[src/adc_wave_pkg.sv]
// shared constants and types for the converter control block
package adc_wave_pkg;

  // ------------------------------------------------------------------
  // register addresses
  // ------------------------------------------------------------------
  localparam logic [7:0] ADDR_WAVE_MODE   = 8'h0D;
  localparam logic [7:0] ADDR_IRQ_EN3     = 8'hDB;
  localparam logic [7:0] ADDR_IRQ_ST3     = 8'hDE;
  localparam logic [7:0] ADDR_GAIN        = 8'hE8;
  localparam logic [7:0] ADDR_WAVE_FIRST  = 8'hE2;
  localparam logic [7:0] ADDR_WAVE_LAST   = 8'hE7;
  localparam logic [7:0] ADDR_CH1_HI      = 8'hE4;
  localparam logic [7:0] ADDR_CH2_HI      = 8'hE7;

  // ------------------------------------------------------------------
  // field layout and reset values
  // ------------------------------------------------------------------
  localparam int          BIT_WAVE_READY  = 5;
  localparam int          BIT_IPEAK       = 4;
  localparam int          BIT_VPEAK       = 3;
  localparam int          BIT_CYC_END     = 2;
  localparam int          BIT_ZX_TIMEOUT  = 1;
  localparam int          BIT_ZX          = 0;
  localparam logic [7:0]  IRQ_EN3_MASK    = 8'h3F;
  localparam logic [7:0]  RST_WAVE_MODE   = 8'h00;
  localparam logic [7:0]  RST_IRQ_EN3     = 8'h00;
  localparam logic [7:0]  RST_GAIN        = 8'h00;

  // ------------------------------------------------------------------
  // converter figures
  // ------------------------------------------------------------------
  localparam int          MOD_DIV         = 5;
  localparam int          WAVE_DIV        = 160;
  localparam logic [23:0] FULL_SCALE_CODE = 24'h20_C49B;
  localparam logic [23:0] SAT_POS_CODE    = 24'h40_0000;
  localparam logic [23:0] SAT_NEG_CODE    = 24'hC0_0000;
  localparam logic [23:0] VOLT_POS_BOUND  = 24'h00_28F5;
  localparam logic [23:0] VOLT_NEG_BOUND  = 24'hFF_D70B;

  typedef enum logic [1:0] {
    RATE_FULL   = 2'b00,
    RATE_HALF   = 2'b01,
    RATE_QUART  = 2'b10,
    RATE_EIGHTH = 2'b11
  } wave_rate_e;

  typedef struct packed {
    logic [7:0]  wave_mode_config;
    logic [7:0]  metering_irq_enable_3;
    logic [7:0]  amp_gain_select;
    logic        wave_sample_ready;
    logic [2:0]  mod_cnt;
    logic [7:0]  wave_cnt;
    logic [2:0]  dec_cnt;
    logic [23:0] ch1_word;
    logic [23:0] ch2_word;
    logic [23:0] ch1_wave;
    logic [23:0] ch2_wave;
    logic [7:0]  rdata;
  } state_s;

endpackage : adc_wave_pkg

[src/adc_wave_ctrl.sv]
// converter control, waveform sampling and third interrupt enable register
`timescale 1ns/1ps
`default_nettype none

// Summary of operation
// RULE_01 - wave ready and enable five raise interrupt
// RULE_02 - current peak and enable four interrupt
// RULE_03 - voltage peak and enable three interrupt
// RULE_04 - cycle end and enable two interrupt
// RULE_05 - zero timeout and enable one interrupt
// RULE_06 - zero cross and enable zero interrupt
// RULE_07 - amplifier gains 1, 2, 4, 8, 16
// RULE_08 - gain low bits current, high voltage
// RULE_09 - samples feed metering and six registers
// RULE_10 - battery or sleep powers converters down
// RULE_11 - modulator at clock/5, 24-bit words
// RULE_12 - full scale gives nominal code, both channels; the voltage word is clipped to VOLT_POS_BOUND instead
// RULE_13 - output saturates at maximum magnitude
// RULE_14 - current samples at most clock/160
// RULE_15 - voltage samples at most clock/160
// RULE_16 - voltage codes within 16-bit bounds
// RULE_17 - rate field chooses four output rates
// RULE_18 - energy path never stalls for waveforms
// RULE_19 - high byte read latches samples
// RULE_20 - interrupt holds until ready bit cleared
// RULE_21 - ready flag set on new data
// RULE_22 - zero timeout flag from half cycles
// RULE_23 - rate codes decimate full stream
// RULE_24 - reserved enable bits read zero
module adc_wave_ctrl
  import adc_wave_pkg::*;
#(
  parameter int WORD_W = 24             // converter word width
) (
  input  wire logic              clk,              // 4.096 MHz class master clock
  input  wire logic              resetn,           // async reset, active low
  input  wire logic [7:0]        sfr_addr,         // register address
  input  wire logic              sfr_wr,           // write strobe
  input  wire logic              sfr_rd,           // read strobe
  input  wire logic [7:0]        sfr_wdata,        // write data
  output logic [7:0]             sfr_rdata,        // read data, registered
  input  wire logic              battery_power_mode, // low power mode one
  input  wire logic              sleep_power_mode, // low power mode two
  input  wire logic              ready_clear,      // status bit 5 cleared by core
  input  wire logic              current_peak_flag, // status flag level
  input  wire logic              voltage_peak_flag, // status flag level
  input  wire logic              line_cycle_end_flag, // status flag level
  input  wire logic              zero_cross_timeout_flag, // status flag level
  input  wire logic              zero_cross_flag,  // status flag level
  input  wire logic [WORD_W-1:0] filt_ch1,         // current filter output
  input  wire logic [WORD_W-1:0] filt_ch2,         // voltage filter output
  output logic                   mod_clk_en,       // modulator tick, clock/5
  output logic                   adc_powered,      // converters powered
  output logic [2:0]             current_gain,     // current amplifier code
  output logic [2:0]             voltage_gain,     // voltage amplifier code
  output logic [WORD_W-1:0]      dsp_ch1,          // current word to metering
  output logic [WORD_W-1:0]      dsp_ch2,          // voltage word to metering
  output logic                   sample_strobe,    // full-rate sample tick
  output logic                   wave_sample_ready, // status bit 5
  output logic                   meter_irq         // pending metering interrupt
);

  // ----------------------------------------------------------------
  // helpers
  // ----------------------------------------------------------------
  function automatic logic [WORD_W-1:0] sat(input logic [WORD_W-1:0] v);
    if (!v[WORD_W-1] && v > SAT_POS_CODE) begin
      return SAT_POS_CODE; // RULE_13
    end else if (v[WORD_W-1] && v < SAT_NEG_CODE) begin
      return SAT_NEG_CODE; // RULE_13
    end
    return v;
  endfunction : sat

  function automatic logic [WORD_W-1:0] vclip(input logic [WORD_W-1:0] v);
    if (!v[WORD_W-1] && v > VOLT_POS_BOUND) begin
      return VOLT_POS_BOUND; // RULE_16
    end else if (v[WORD_W-1] && v < VOLT_NEG_BOUND) begin
      return VOLT_NEG_BOUND; // RULE_16
    end
    return v;
  endfunction : vclip

  // gain codes above 3'b100 are not defined; clamp to x16
  function automatic logic [2:0] gsel(input logic [2:0] c);
    return (c > 3'h4) ? 3'h4 : c; // RULE_07
  endfunction : gsel

  function automatic logic [2:0] dec_limit(input logic [1:0] r);
    unique case (wave_rate_e'(r))
      RATE_FULL:   return 3'h0;
      RATE_HALF:   return 3'h1;
      RATE_QUART:  return 3'h3;
      RATE_EIGHTH: return 3'h7;
    endcase
  endfunction : dec_limit

  // ----------------------------------------------------------------
  // state
  // ----------------------------------------------------------------
  state_s      s_q;
  state_s      s_d;
  logic        powered;
  logic        mod_tick;
  logic        samp_tick;
  logic        wave_tick;
  logic        hi_read;
  logic [5:0]  flags;
  logic [23:0] wsel;

  assign powered   = !(battery_power_mode || sleep_power_mode); // RULE_10
  assign mod_tick  = powered && (s_q.mod_cnt == 3'(MOD_DIV - 1)); // RULE_11
  assign samp_tick = powered && (s_q.wave_cnt == 8'(WAVE_DIV - 1)); // RULE_14 RULE_15
  assign wave_tick = samp_tick && (s_q.dec_cnt == dec_limit(s_q.wave_mode_config[1:0])); // RULE_23
  assign hi_read   = sfr_rd && (sfr_addr == ADDR_CH1_HI || sfr_addr == ADDR_CH2_HI);

  always_comb begin
    wsel = 24'h00_0000;
    unique case (sfr_addr)
      8'hE2: wsel = {16'h0000, s_q.ch1_wave[7:0]};
      8'hE3: wsel = {16'h0000, s_q.ch1_wave[15:8]};
      8'hE4: wsel = {16'h0000, s_q.ch1_word[23:16]};
      8'hE5: wsel = {16'h0000, s_q.ch2_wave[7:0]};
      8'hE6: wsel = {16'h0000, s_q.ch2_wave[15:8]};
      8'hE7: wsel = {16'h0000, s_q.ch2_word[23:16]};
      default: wsel = 24'h00_0000;
    endcase
  end

  always_comb begin
    s_d = s_q;
    // ----------------------------------------------------------------
    // converter timing, stopped while powered down
    // ----------------------------------------------------------------
    if (powered) begin
      s_d.mod_cnt  = mod_tick ? 3'h0 : s_q.mod_cnt + 3'h1;
      s_d.wave_cnt = samp_tick ? 8'h00 : s_q.wave_cnt + 8'h01;
    end
    if (samp_tick) begin
      // metering path takes every sample regardless of waveform reads
      s_d.ch1_word = sat(filt_ch1); // RULE_09 RULE_12 RULE_18
      s_d.ch2_word = vclip(sat(filt_ch2)); // RULE_09 RULE_16 RULE_18
      s_d.dec_cnt  = wave_tick ? 3'h0 : s_q.dec_cnt + 3'h1; // RULE_17
    end
    // high byte read latches the whole word, low bytes then read coherent
    if (hi_read) begin
      s_d.ch1_wave = s_q.ch1_word; // RULE_19
      s_d.ch2_wave = s_q.ch2_word; // RULE_19
    end
    // set wins over clear
    if (wave_tick) begin
      s_d.wave_sample_ready = 1'b1; // RULE_21
    end else if (ready_clear) begin
      s_d.wave_sample_ready = 1'b0; // RULE_20
    end
    // ----------------------------------------------------------------
    // register writes and reads
    // ----------------------------------------------------------------
    if (sfr_wr) begin
      unique case (sfr_addr)
        ADDR_WAVE_MODE: s_d.wave_mode_config = sfr_wdata;
        ADDR_IRQ_EN3:   s_d.metering_irq_enable_3 = sfr_wdata & IRQ_EN3_MASK; // RULE_24
        ADDR_GAIN:      s_d.amp_gain_select = sfr_wdata; // RULE_07
        default:        s_d.wave_mode_config = s_q.wave_mode_config;
      endcase
    end
    s_d.rdata = 8'h00;
    if (sfr_rd) begin
      if (sfr_addr == ADDR_WAVE_MODE) begin
        s_d.rdata = s_q.wave_mode_config;
      end else if (sfr_addr == ADDR_IRQ_EN3) begin
        s_d.rdata = s_q.metering_irq_enable_3 & IRQ_EN3_MASK; // RULE_24
      end else if (sfr_addr == ADDR_GAIN) begin
        s_d.rdata = s_q.amp_gain_select;
      end else if (sfr_addr == ADDR_IRQ_ST3) begin
        s_d.rdata = {2'b00, s_q.wave_sample_ready, flags[4:0]};
      end else if (sfr_addr >= ADDR_WAVE_FIRST && sfr_addr <= ADDR_WAVE_LAST) begin
        s_d.rdata = wsel[7:0];
      end
    end
  end

  always_ff @(posedge clk or negedge resetn) begin
    if (!resetn) begin
      s_q <= '{wave_mode_config: RST_WAVE_MODE, metering_irq_enable_3: RST_IRQ_EN3,
               amp_gain_select: RST_GAIN, default: '0};
    end else begin
      s_q <= s_d;
    end
  end

  // ----------------------------------------------------------------
  // interrupt combine
  // ----------------------------------------------------------------
  assign flags = {s_q.wave_sample_ready, current_peak_flag, voltage_peak_flag,
                  line_cycle_end_flag, zero_cross_timeout_flag, zero_cross_flag};
  // zero timeout flag itself is made by the zero-cross logic outside
  assign meter_irq = |(flags & s_q.metering_irq_enable_3[5:0]); // RULE_01 RULE_02 RULE_03 RULE_04 RULE_05 RULE_06 RULE_22

  assign sfr_rdata         = s_q.rdata;
  assign mod_clk_en        = mod_tick;
  assign adc_powered       = powered;
  assign current_gain      = gsel(s_q.amp_gain_select[2:0]); // RULE_08
  assign voltage_gain      = gsel(s_q.amp_gain_select[7:5]); // RULE_08
  assign dsp_ch1           = s_q.ch1_word;
  assign dsp_ch2           = s_q.ch2_word;
  assign sample_strobe     = samp_tick;
  assign wave_sample_ready = s_q.wave_sample_ready;
endmodule : adc_wave_ctrl

`default_nettype wire

[config.mk]
export PLATFORM = sky130hd
export DESIGN_NAME = adc_wave_ctrl
export DESIGN_NICKNAME = d
export VERILOG_FILES = /design/src/adc_wave_pkg.sv /design/src/adc_wave_ctrl.sv
export SDC_FILE = /design/constraint.sdc
export NUM_CORES = 1
export LEC_CHECK = 0
export ABC_CLOCK_PERIOD_IN_PS = 5450
export CORE_MARGIN = 3
export CORE_UTILIZATION = 60
export CTS_BUF_LIST = sky130_fd_sc_hd__clkbuf_4
export CTS_CLUSTER_DIAMETER = 50
export DETAILED_ROUTE_END_ITERATION = 7
export DONT_BUFFER_PORTS = 1
export GPL_ROUTABILITY_DRIVEN = 0
export PLACE_DENSITY = 0.75
export RECOVER_POWER = 50
export SLEW_MARGIN = 25
export SYNTH_ARGS = -nofsm -noshare
export SYNTH_HDL_FRONTEND = slang
export SYNTH_SLANG_ARGS = --single-unit
[constraint.sdc]
create_clock -name clk -period 5.45 [get_ports clk]
set_clock_uncertainty 0.2 [all_clocks]
set_input_delay 0 -clock clk [delete_from_list [all_inputs] [get_ports clk]]
set_output_delay 0 -clock clk [all_outputs]
set_load 0.005 [all_outputs]
==> flow_metrics.env, run 1 <==
export IMPL_yosys_register_bits=125
export IMPL_yosys_warnings=0
export IMPL_hpwl_um=10800
export IMPL_synth_edf_count=0
export IMPL_haltStage="clock tree synthesis (4_1_cts)"
export IMPL_die_h_um=109
export IMPL_cts_hold_buf=131
export IMPL_async_flop_share=1.00
export IMPL_yosys_cell_types_count=66
export IMPL_synth_common_cells="dfrtp_1, mux2_2, buf_4"
export IMPL_syn_area_um2=6380
export IMPL_std_cell_rows=37
export IMPL_syn_inst=565
export IMPL_syn_num_nets=645
export IMPL_status="stopped before the end"
export IMPL_portBuffers=0
export IMPL_synth_area_leaders="dfrtp_1, mux2_2, buf_4"
export IMPL_cts_inserted_buffers=17
export IMPL_stop_error="[ERROR RSZ-0060] Max buffer count reached."
export IMPL_ys_seq_area_frac=0.491
export IMPL_cts_resized=0
export IMPL_yosys_area_top_type="dfrtp_1"
export IMPL_avgSynthCellArea_um2=11.3
export IMPL_clockBufferDepth=2
export IMPL_cts_root_buf="clkbuf_4"
export IMPL_synthFlopType="dfrtp_1"
export IMPL_cts_sinks=125
export IMPL_start_util=0.618
export IMPL_yosysMostFrequentCell="dfrtp_1"
export IMPL_ios=143
export IMPL_cts_htree_levels=4
export IMPL_cts_setup_buffers=0
export IMPL_fp_dieW_um=109
export IMPL_netlist_area_leader_share=0.491
per-stage QoR:
| stage | instances | instance area [um^2] | util | setup slack [ns] |
|---|---|---|---|---|
| 3_5_place_dp | 616 | 6030 | 0.584 | 2.81 |
| 3_3_place_gp | 616 | 6030 | 0.584 | 2.99 |
| 2_1_floorplan | 565 | 6380 | - | 3.58 |
kinds of logic after synthesis:
family                   after synthesis  synth area share
multiplexers                          71             0.123
adder cells (fa/ha/maj)                4           0.00785
AO/OA/AOI/OAI                        130             0.162
flip-flops                           125             0.491
AND/OR/NAND/NOR                      129             0.113
XOR/XNOR                               8            0.0110
buffers and inverters                 98            0.0922
==> run 2: changes to the inputs <==
- CORE_UTILIZATION: 60 -> 40
- CTS_BUF_LIST: sky130_fd_sc_hd__clkbuf_4 -> unset
- CTS_CLUSTER_DIAMETER: 50 -> unset
- PLACE_DENSITY: 0.75 -> unset
- PLACE_DENSITY_LB_ADDON: unset -> 0.15
==> run 2 against run 1 <==
Compared with the run above:
- the flow now finishes, with violations (max-capacitance violations, max-slew violations)
- synthesized area stayed put
- synthesized cell count unchanged
==> flow_metrics.env, run 2 <==
export IMPL_status="complete, but fails checks"
export IMPL_violations="max-capacitance violations, max-slew violations"
export IMPL_ys_seq_area_frac=0.491
export IMPL_ios=143
export IMPL_top_register="s_q"
export IMPL_synth_area_leaders="dfrtp_1, mux2_2, buf_4"
export IMPL_crit_path_max_incr_delay_ns=0.60
export IMPL_hold_start="sfr_addr[0]"
export IMPL_n_fill_cell=1370
export IMPL_crit_start="battery_power_mode"
export IMPL_start_util=0.415
export IMPL_crit_path_start_kind="input port"
export IMPL_powerDensity_nw_per_um2=308
export IMPL_r2r_start="s_q[109]$_DFFE_PN0P_"
export IMPL_grt_pass1_vias=4798
export IMPL_cts_setup_buffers=0
export IMPL_cts_inserted_buffers=17
export IMPL_drt_pass1_iter_count=5
export IMPL_regArea_um2=3130
export IMPL_syn2layout_area_growth_pct=22.3
export IMPL_cts_htree_levels=4
export IMPL_most_common_layout_cells="dfrtp_1, dlygate4sd3_1, mux2_2, nand2_1, a22o_1"
export IMPL_setup_violations=0
export IMPL_clockBufferDepth=2
export IMPL_yosys_area_top_type="dfrtp_1"
export IMPL_die_h_um=132
export IMPL_avgSynthCellArea_um2=11.3
export IMPL_rsz0062_at_grt="false"
export IMPL_hpwl_um=11600
export IMPL_crit_path_end_kind="flip-flop"
export IMPL_die_area_um2=17500
export IMPL_clock_fmax_ghz=0.287
export IMPL_crit_type="in -> reg"
export IMPL_antenna_found_initial=0
export IMPL_maxCapViolations=1
export IMPL_path_max_fanout=56
export IMPL_wire_per_inst_um=21.0
export IMPL_async_flop_share=1.00
export IMPL_viasPerCell=5.67
export IMPL_r2r_slack_ns=2.39
export IMPL_grt_max_degree=126
export IMPL_synth_compound_area_frac=0.162
export IMPL_drc=0
export IMPL_intPower_mw=1.88
export IMPL_multiInputGateArea_um2=2680
export IMPL_nNetsFinal=680
export IMPL_switching_power_uw=518
export IMPL_layout_drive_gt1_share=0.165
export IMPL_fp_dieW_um=132
export IMPL_std_cell_rows=45
export IMPL_netlist_area_leader_share=0.491
export IMPL_finalCritPeriodShare=0.638
export IMPL_power_leakage_nw=3.67
export IMPL_synth_edf_count=0
export IMPL_layout_min_cycle_time_ns=3.48
export IMPL_crit_arrival_ns=3.58
export IMPL_final_common_cell="dfrtp_1"
export IMPL_ant_nets=0
export IMPL_yosys_register_bits=125
export IMPL_diodes=0
export IMPL_yosys_warnings=0
export IMPL_yosysMostFrequentCell="dfrtp_1"
export IMPL_drv_slew=126
export IMPL_p_sw_frac=0.216
export IMPL_portBuffers=0
export IMPL_required_ns=5.55
export IMPL_ir_drop_mv=0.203
export IMPL_slew_headroom=-1.04
export IMPL_setup_tns_ns=0
export IMPL_synth_common_cells="dfrtp_1, mux2_2, buf_4"
export IMPL_cts_resized=0
export IMPL_comb_power_share=0.070
export IMPL_tightest_slew_ns=3.06
export IMPL_synth_top_family_by_area="compound AO/OA/AOI/OAI gates"
export IMPL_drt_iter0_drc=312
export IMPL_largest_reg_flops=68
export IMPL_syn_area_um2=6380
export IMPL_cpMostUsedCell="dlygate4sd3_1"
export IMPL_clk_pin_slew_ns=0.06
export IMPL_syn_num_nets=645
export IMPL_syn_inst=565
export IMPL_cpMaxStageDelayCell="nor2_1"
export IMPL_cts_root_buf="clkbuf_16"
export IMPL_synth_fa_ha_area_frac=0.00785
export IMPL_path_cells="dlygate4sd3_1, nor2_1, and4_1, nand4_1, buf_4, a2111o_1, dlygate4sd3_1, o22a_1, dlygate4sd3_1"
export IMPL_grt_overflow_total=0
export IMPL_clk_latency_ns=0.42
export IMPL_cts_tree="done"
export IMPL_pwr_share_clk=0.516
export IMPL_yosys_cell_types_count=66
export IMPL_routed_wirelength_um=17300
export IMPL_vias=4673
export IMPL_synth_xor_area_frac=0.0110
export IMPL_synth_area_mux_share=0.123
export IMPL_core_area_um2=15400
export IMPL_hold_class="in -> reg"
export IMPL_cts_sinks=125
export IMPL_synthFlopType="dfrtp_1"
export IMPL_hold_viol_final=0
export IMPL_grt_pass1_wl_um=27700
export IMPL_synth_simple_area_share=0.113
export IMPL_grtUsageTotal=0.202
export IMPL_hold_ws_ns=0.0291
export IMPL_seqPwrFrac=0.413
## run 2: cell counts after synthesis
Identical to the previous run, type by type.
## run 2: cell families after synthesis
| group | after synthesis |
|---|---|
| multiplexers | 71 |
| adder cells (fa/ha/maj) | 4 |
| AO/OA/AOI/OAI | 130 |
| buffers and inverters | 98 |
| AND/OR/NAND/NOR | 129 |
| flip-flops | 125 |
| XOR/XNOR | 8 |
## run 2: final timing paths
kind                       depth (start not counted)                      end
setup / recovery                                   9   dsp_ch2[0]$_DFFE_PN0P_
hold / removal                                     4   sfr_rdata[6]$_DFF_PN0_
setup reg to reg                                   7   dsp_ch2[0]$_DFFE_PN0P_
hold reg to reg                                    1     s_q[111]$_DFFE_PN0P_
max in group asynchronous                          2  dsp_ch1[18]$_DFFE_PN0P_
min in group asynchronous                          2     s_q[127]$_DFFE_PN0P_
## run 2: final cells by class
| type | instances | share of cell area |
|---|---|---|
| inverters | 12 | 0.00578 |
| multi-input cells | 342 | 0.343 |
| clock inverters | 11 | 0.0242 |
| well taps | 211 | 0.0339 |
| clock buffers | 21 | 0.0591 |
| repair buffers | 102 | 0.132 |
| flip-flops and latches | 125 | 0.401 |
## run 2: repair_timing
item                                   4_1_cts  5_1_grt
hold buffers                                99        1
endpoints found under the hold margin      214       16
setup endpoints to repair                    0        0
## run 2: power groups by stage
stage	Sequential [mW]	Clock (mW)	Combinational (mW)
2_1_floorplan	0.998	0	0.0877
3_3_place_gp	1.01	0	0.0890
3_5_place_dp	1.01	0	0.0920
4_1_cts	0.991	1.26	0.170
5_1_grt	0.997	1.31	0.188
6_report	0.992	1.24	0.168
## run 2: metrics by stage
stage / std cells / total power [mW] / utilization / worst slack (ns) / cell area, um^2
floorplan: 565 / 1.09 / - / 3.58 / 6380
global placement: 691 / 1.10 / 0.398 / 2.90 / 6120
detailed placement: 691 / 1.10 / 0.398 / 2.80 / 6120
CTS: 822 / 2.42 / 0.506 / 1.97 / 7780
global route: 824 / 2.49 / 0.507 / 1.58 / 7790
finish: 824 / 2.40 / 0.507 / 1.97 / 7790
## run 2: routing by layer
| layer | share of wire | routed length, um | vias up | global-route usage |
|---|---|---|---|---|
| met1 | 0.44 | 7590 | 2352 | 0.265 |
| met3 | 0.075 | 1300 | 17 | 0.0725 |
| met4 | 0.012 | 212 | 0 | 0.0520 |
| met5 | 0 | 0 | - | 0 |
| li1 | - | - | 2122 | - |
| met2 | 0.47 | 8180 | 182 | 0.322 |
## run 2: critical path, delay by kind of cell
family	cells	cell delay, ns
buf+inv	4	1.99
simple gates	3	1.08
compound gates	2	0.50
Note: power is estimated with default switching activity, not from simulation.
==> run 3: changes to the inputs <==
- ABC_CLOCK_PERIOD_IN_PS: 5450 -> 3500
- clock period: 5.45 -> 3.5 ns (I/O delays scaled with it)
==> run 3 against run 2 <==
Compared with the run above:
- sequential power is 56% higher
- combinational power rose by 57%
- the flow still finishes with violations (max-capacitance violations, max-slew violations)
- register-to-register slack got worse by 2.1 ns
- design area decreased by 0.77%
- sequential share of layout area is 0.31 points higher
- worst hold slack gained 0.015 ns
- clock power up 52%
- worst setup slack worse by 1.7 ns
- cell count shrank 0.73%
- clock-buffer cell count increased by 1
- power grew 54%
==> flow_metrics.env, run 3 (synthesis gave the netlist of run 2 again) <==
export IMPL_clock_fmax_ghz=0.311
export IMPL_design_area_um2=7730
export IMPL_status="complete, but fails checks"
export IMPL_diodes=0
export IMPL_placedInstanceArea_um2=6160
export IMPL_ant_nets=0
export IMPL_die_area_um2=17500
export IMPL_hold_class="in -> reg"
export IMPL_routed_wirelength_um=17800
export IMPL_viasPerCell=5.78
export IMPL_grt_pass1_vias=4911
export IMPL_cts_sinks=125
export IMPL_nNetsFinal=674
export IMPL_setup_tns_ns=0
export IMPL_clk_latency_ns=0.42
export IMPL_p_total_mw=3.70
export IMPL_crit_arrival_ns=3.31
export IMPL_grt_pass1_wl_um=28100
export IMPL_cts_tree="done"
export IMPL_worst_slack_ns=0.287
export IMPL_drc=0
export IMPL_crit_path_start_kind="input port"
export IMPL_setup_violations=0
export IMPL_tightest_slew_ns=1.72
export IMPL_largest_reg_flops=68
export IMPL_powerDensity_nw_per_um2=478
export IMPL_drt_pass1_iter_count=4
export IMPL_crit_type="in -> reg"
export IMPL_grt_overflow_total=0
export IMPL_syn2layout_area_growth_pct=21.3
export IMPL_most_common_layout_cells="dfrtp_1, dlygate4sd3_1, mux2_2, nand2_1, a22o_1"
export IMPL_violations="max-capacitance violations, max-slew violations"
export IMPL_cts_inserted_buffers=17
export IMPL_ios=143
export IMPL_top_register="s_q"
export IMPL_portBuffers=0
export IMPL_clk_pin_slew_ns=0.05
export IMPL_power_leakage_nw=3.62
export IMPL_hpwl_um=11800
export IMPL_start_util=0.415
export IMPL_rsz0062_at_grt="false"
export IMPL_cts_root_buf="clkbuf_16"
export IMPL_wire_per_inst_um=21.8
export IMPL_crit_path_end_kind="flip-flop"
export IMPL_drt_iter0_drc=342
export IMPL_finalCritPeriodShare=0.918
export IMPL_path_max_fanout=4
export IMPL_grt_max_degree=126
export IMPL_place_ws_ns=1.16
export IMPL_clockBufferDepth=2
export IMPL_required_ns=3.59
export IMPL_grtUsageTotal=0.206
export IMPL_ir_drop_mv=0.328
export IMPL_final_common_cell="dfrtp_1"
export IMPL_maxCapViolations=1
export IMPL_vias=4724
export IMPL_die_h_um=132
export IMPL_layout_min_cycle_time_ns=3.21
export IMPL_hold_viol_final=0
export IMPL_cts_htree_levels=4
export IMPL_slew_headroom=-0.144
export IMPL_drv_slew=126
export IMPL_fp_dieW_um=132
export IMPL_hold_ws_ns=0.0443
export IMPL_layout_drive_gt1_share=0.171
export IMPL_antenna_found_initial=0
export IMPL_std_cell_rows=45
export IMPL_core_area_um2=15400
## run 3: cell types whose count changed in the layout (fill, tap and decap cells not counted), sizes merged
| cell | change |
|---|---|
| buf | +1 |
| clkbuf | +1 |
| clkinv | -2 |
| bufinv | -1 |
| clkinvlp | +2 |
| dlygate4sd3 | -7 |
## run 3: repair_timing
item | in CTS | in global routing
hold endpoints to repair | 235 | 0
setup endpoints to repair | 0 | 1
hold buffers | 93 | 0
gates resized for setup | 0 | 1
setup buffers | 0 | 0
## run 3: path summary, 6_finish.rpt
path	startpoint	slack [ns]	endpoint	depth (start not counted)
min in group asynchronous	resetn	0.41	s_q[121]$_DFFE_PN0P_	2
max	filt_ch2[4]	0.29	dsp_ch2[2]$_DFFE_PN0P_	8
min reg2reg	s_q[111]$_DFFE_PN0P_	0.29	s_q[111]$_DFFE_PN0P_	1
max in group asynchronous	resetn	1.62	dsp_ch2[5]$_DFFE_PN0P_	2
min	sfr_addr[0]	0.04	sfr_rdata[6]$_DFF_PN0_	4
max reg2reg	s_q[107]$_DFFE_PN0P_	0.33	dsp_ch2[3]$_DFFE_PN0P_	7
## run 3: cell type report
cell class              instances  area (um^2)
fillers                      1366         7640
flip-flops and latches        125         3130
multi-input cells             342         2680
repair buffers                 96          971
clock buffers                  22          484
well taps                     211          264
clock inverters                10          160
inverters                      12         45.0
## run 3: critical path, cell delays in order
cell and delay, ns:
dlygate4sd3_1 0.57, nor4_1 0.40, o21ai_0 0.21, a2111oi_2 0.55, nor2b_1 0.11, dlygate4sd3_1 0.58
a221o_1 0.32, dlygate4sd3_1 0.57
## run 3: per-stage QoR
| stage | std cells | util |
|---|---|---|
| floorplan | 565 | - |
| global placement | 692 | 0.399 |
| detailed placement | 693 | 0.401 |
| CTS | 818 | 0.504 |
| global route | 818 | 0.503 |
| finish | 818 | 0.503 |
## run 3: per-layer routing
metal / up-vias / share of wire / global-route usage
li1: 2125 / - / -
met5: - / 0 / 0
met2: 215 / 0.48 / 0.333
met3: 21 / 0.081 / 0.0729
met4: 0 / 0.013 / 0.0566
met1: 2363 / 0.43 / 0.262
## run 3: power breakdown
group          internal [mW]  leakage [nW]  switching [mW]
Clock                   1.26         0.304           0.627
Combinational          0.131          1.59           0.132
Sequential              1.50          1.73          0.0478
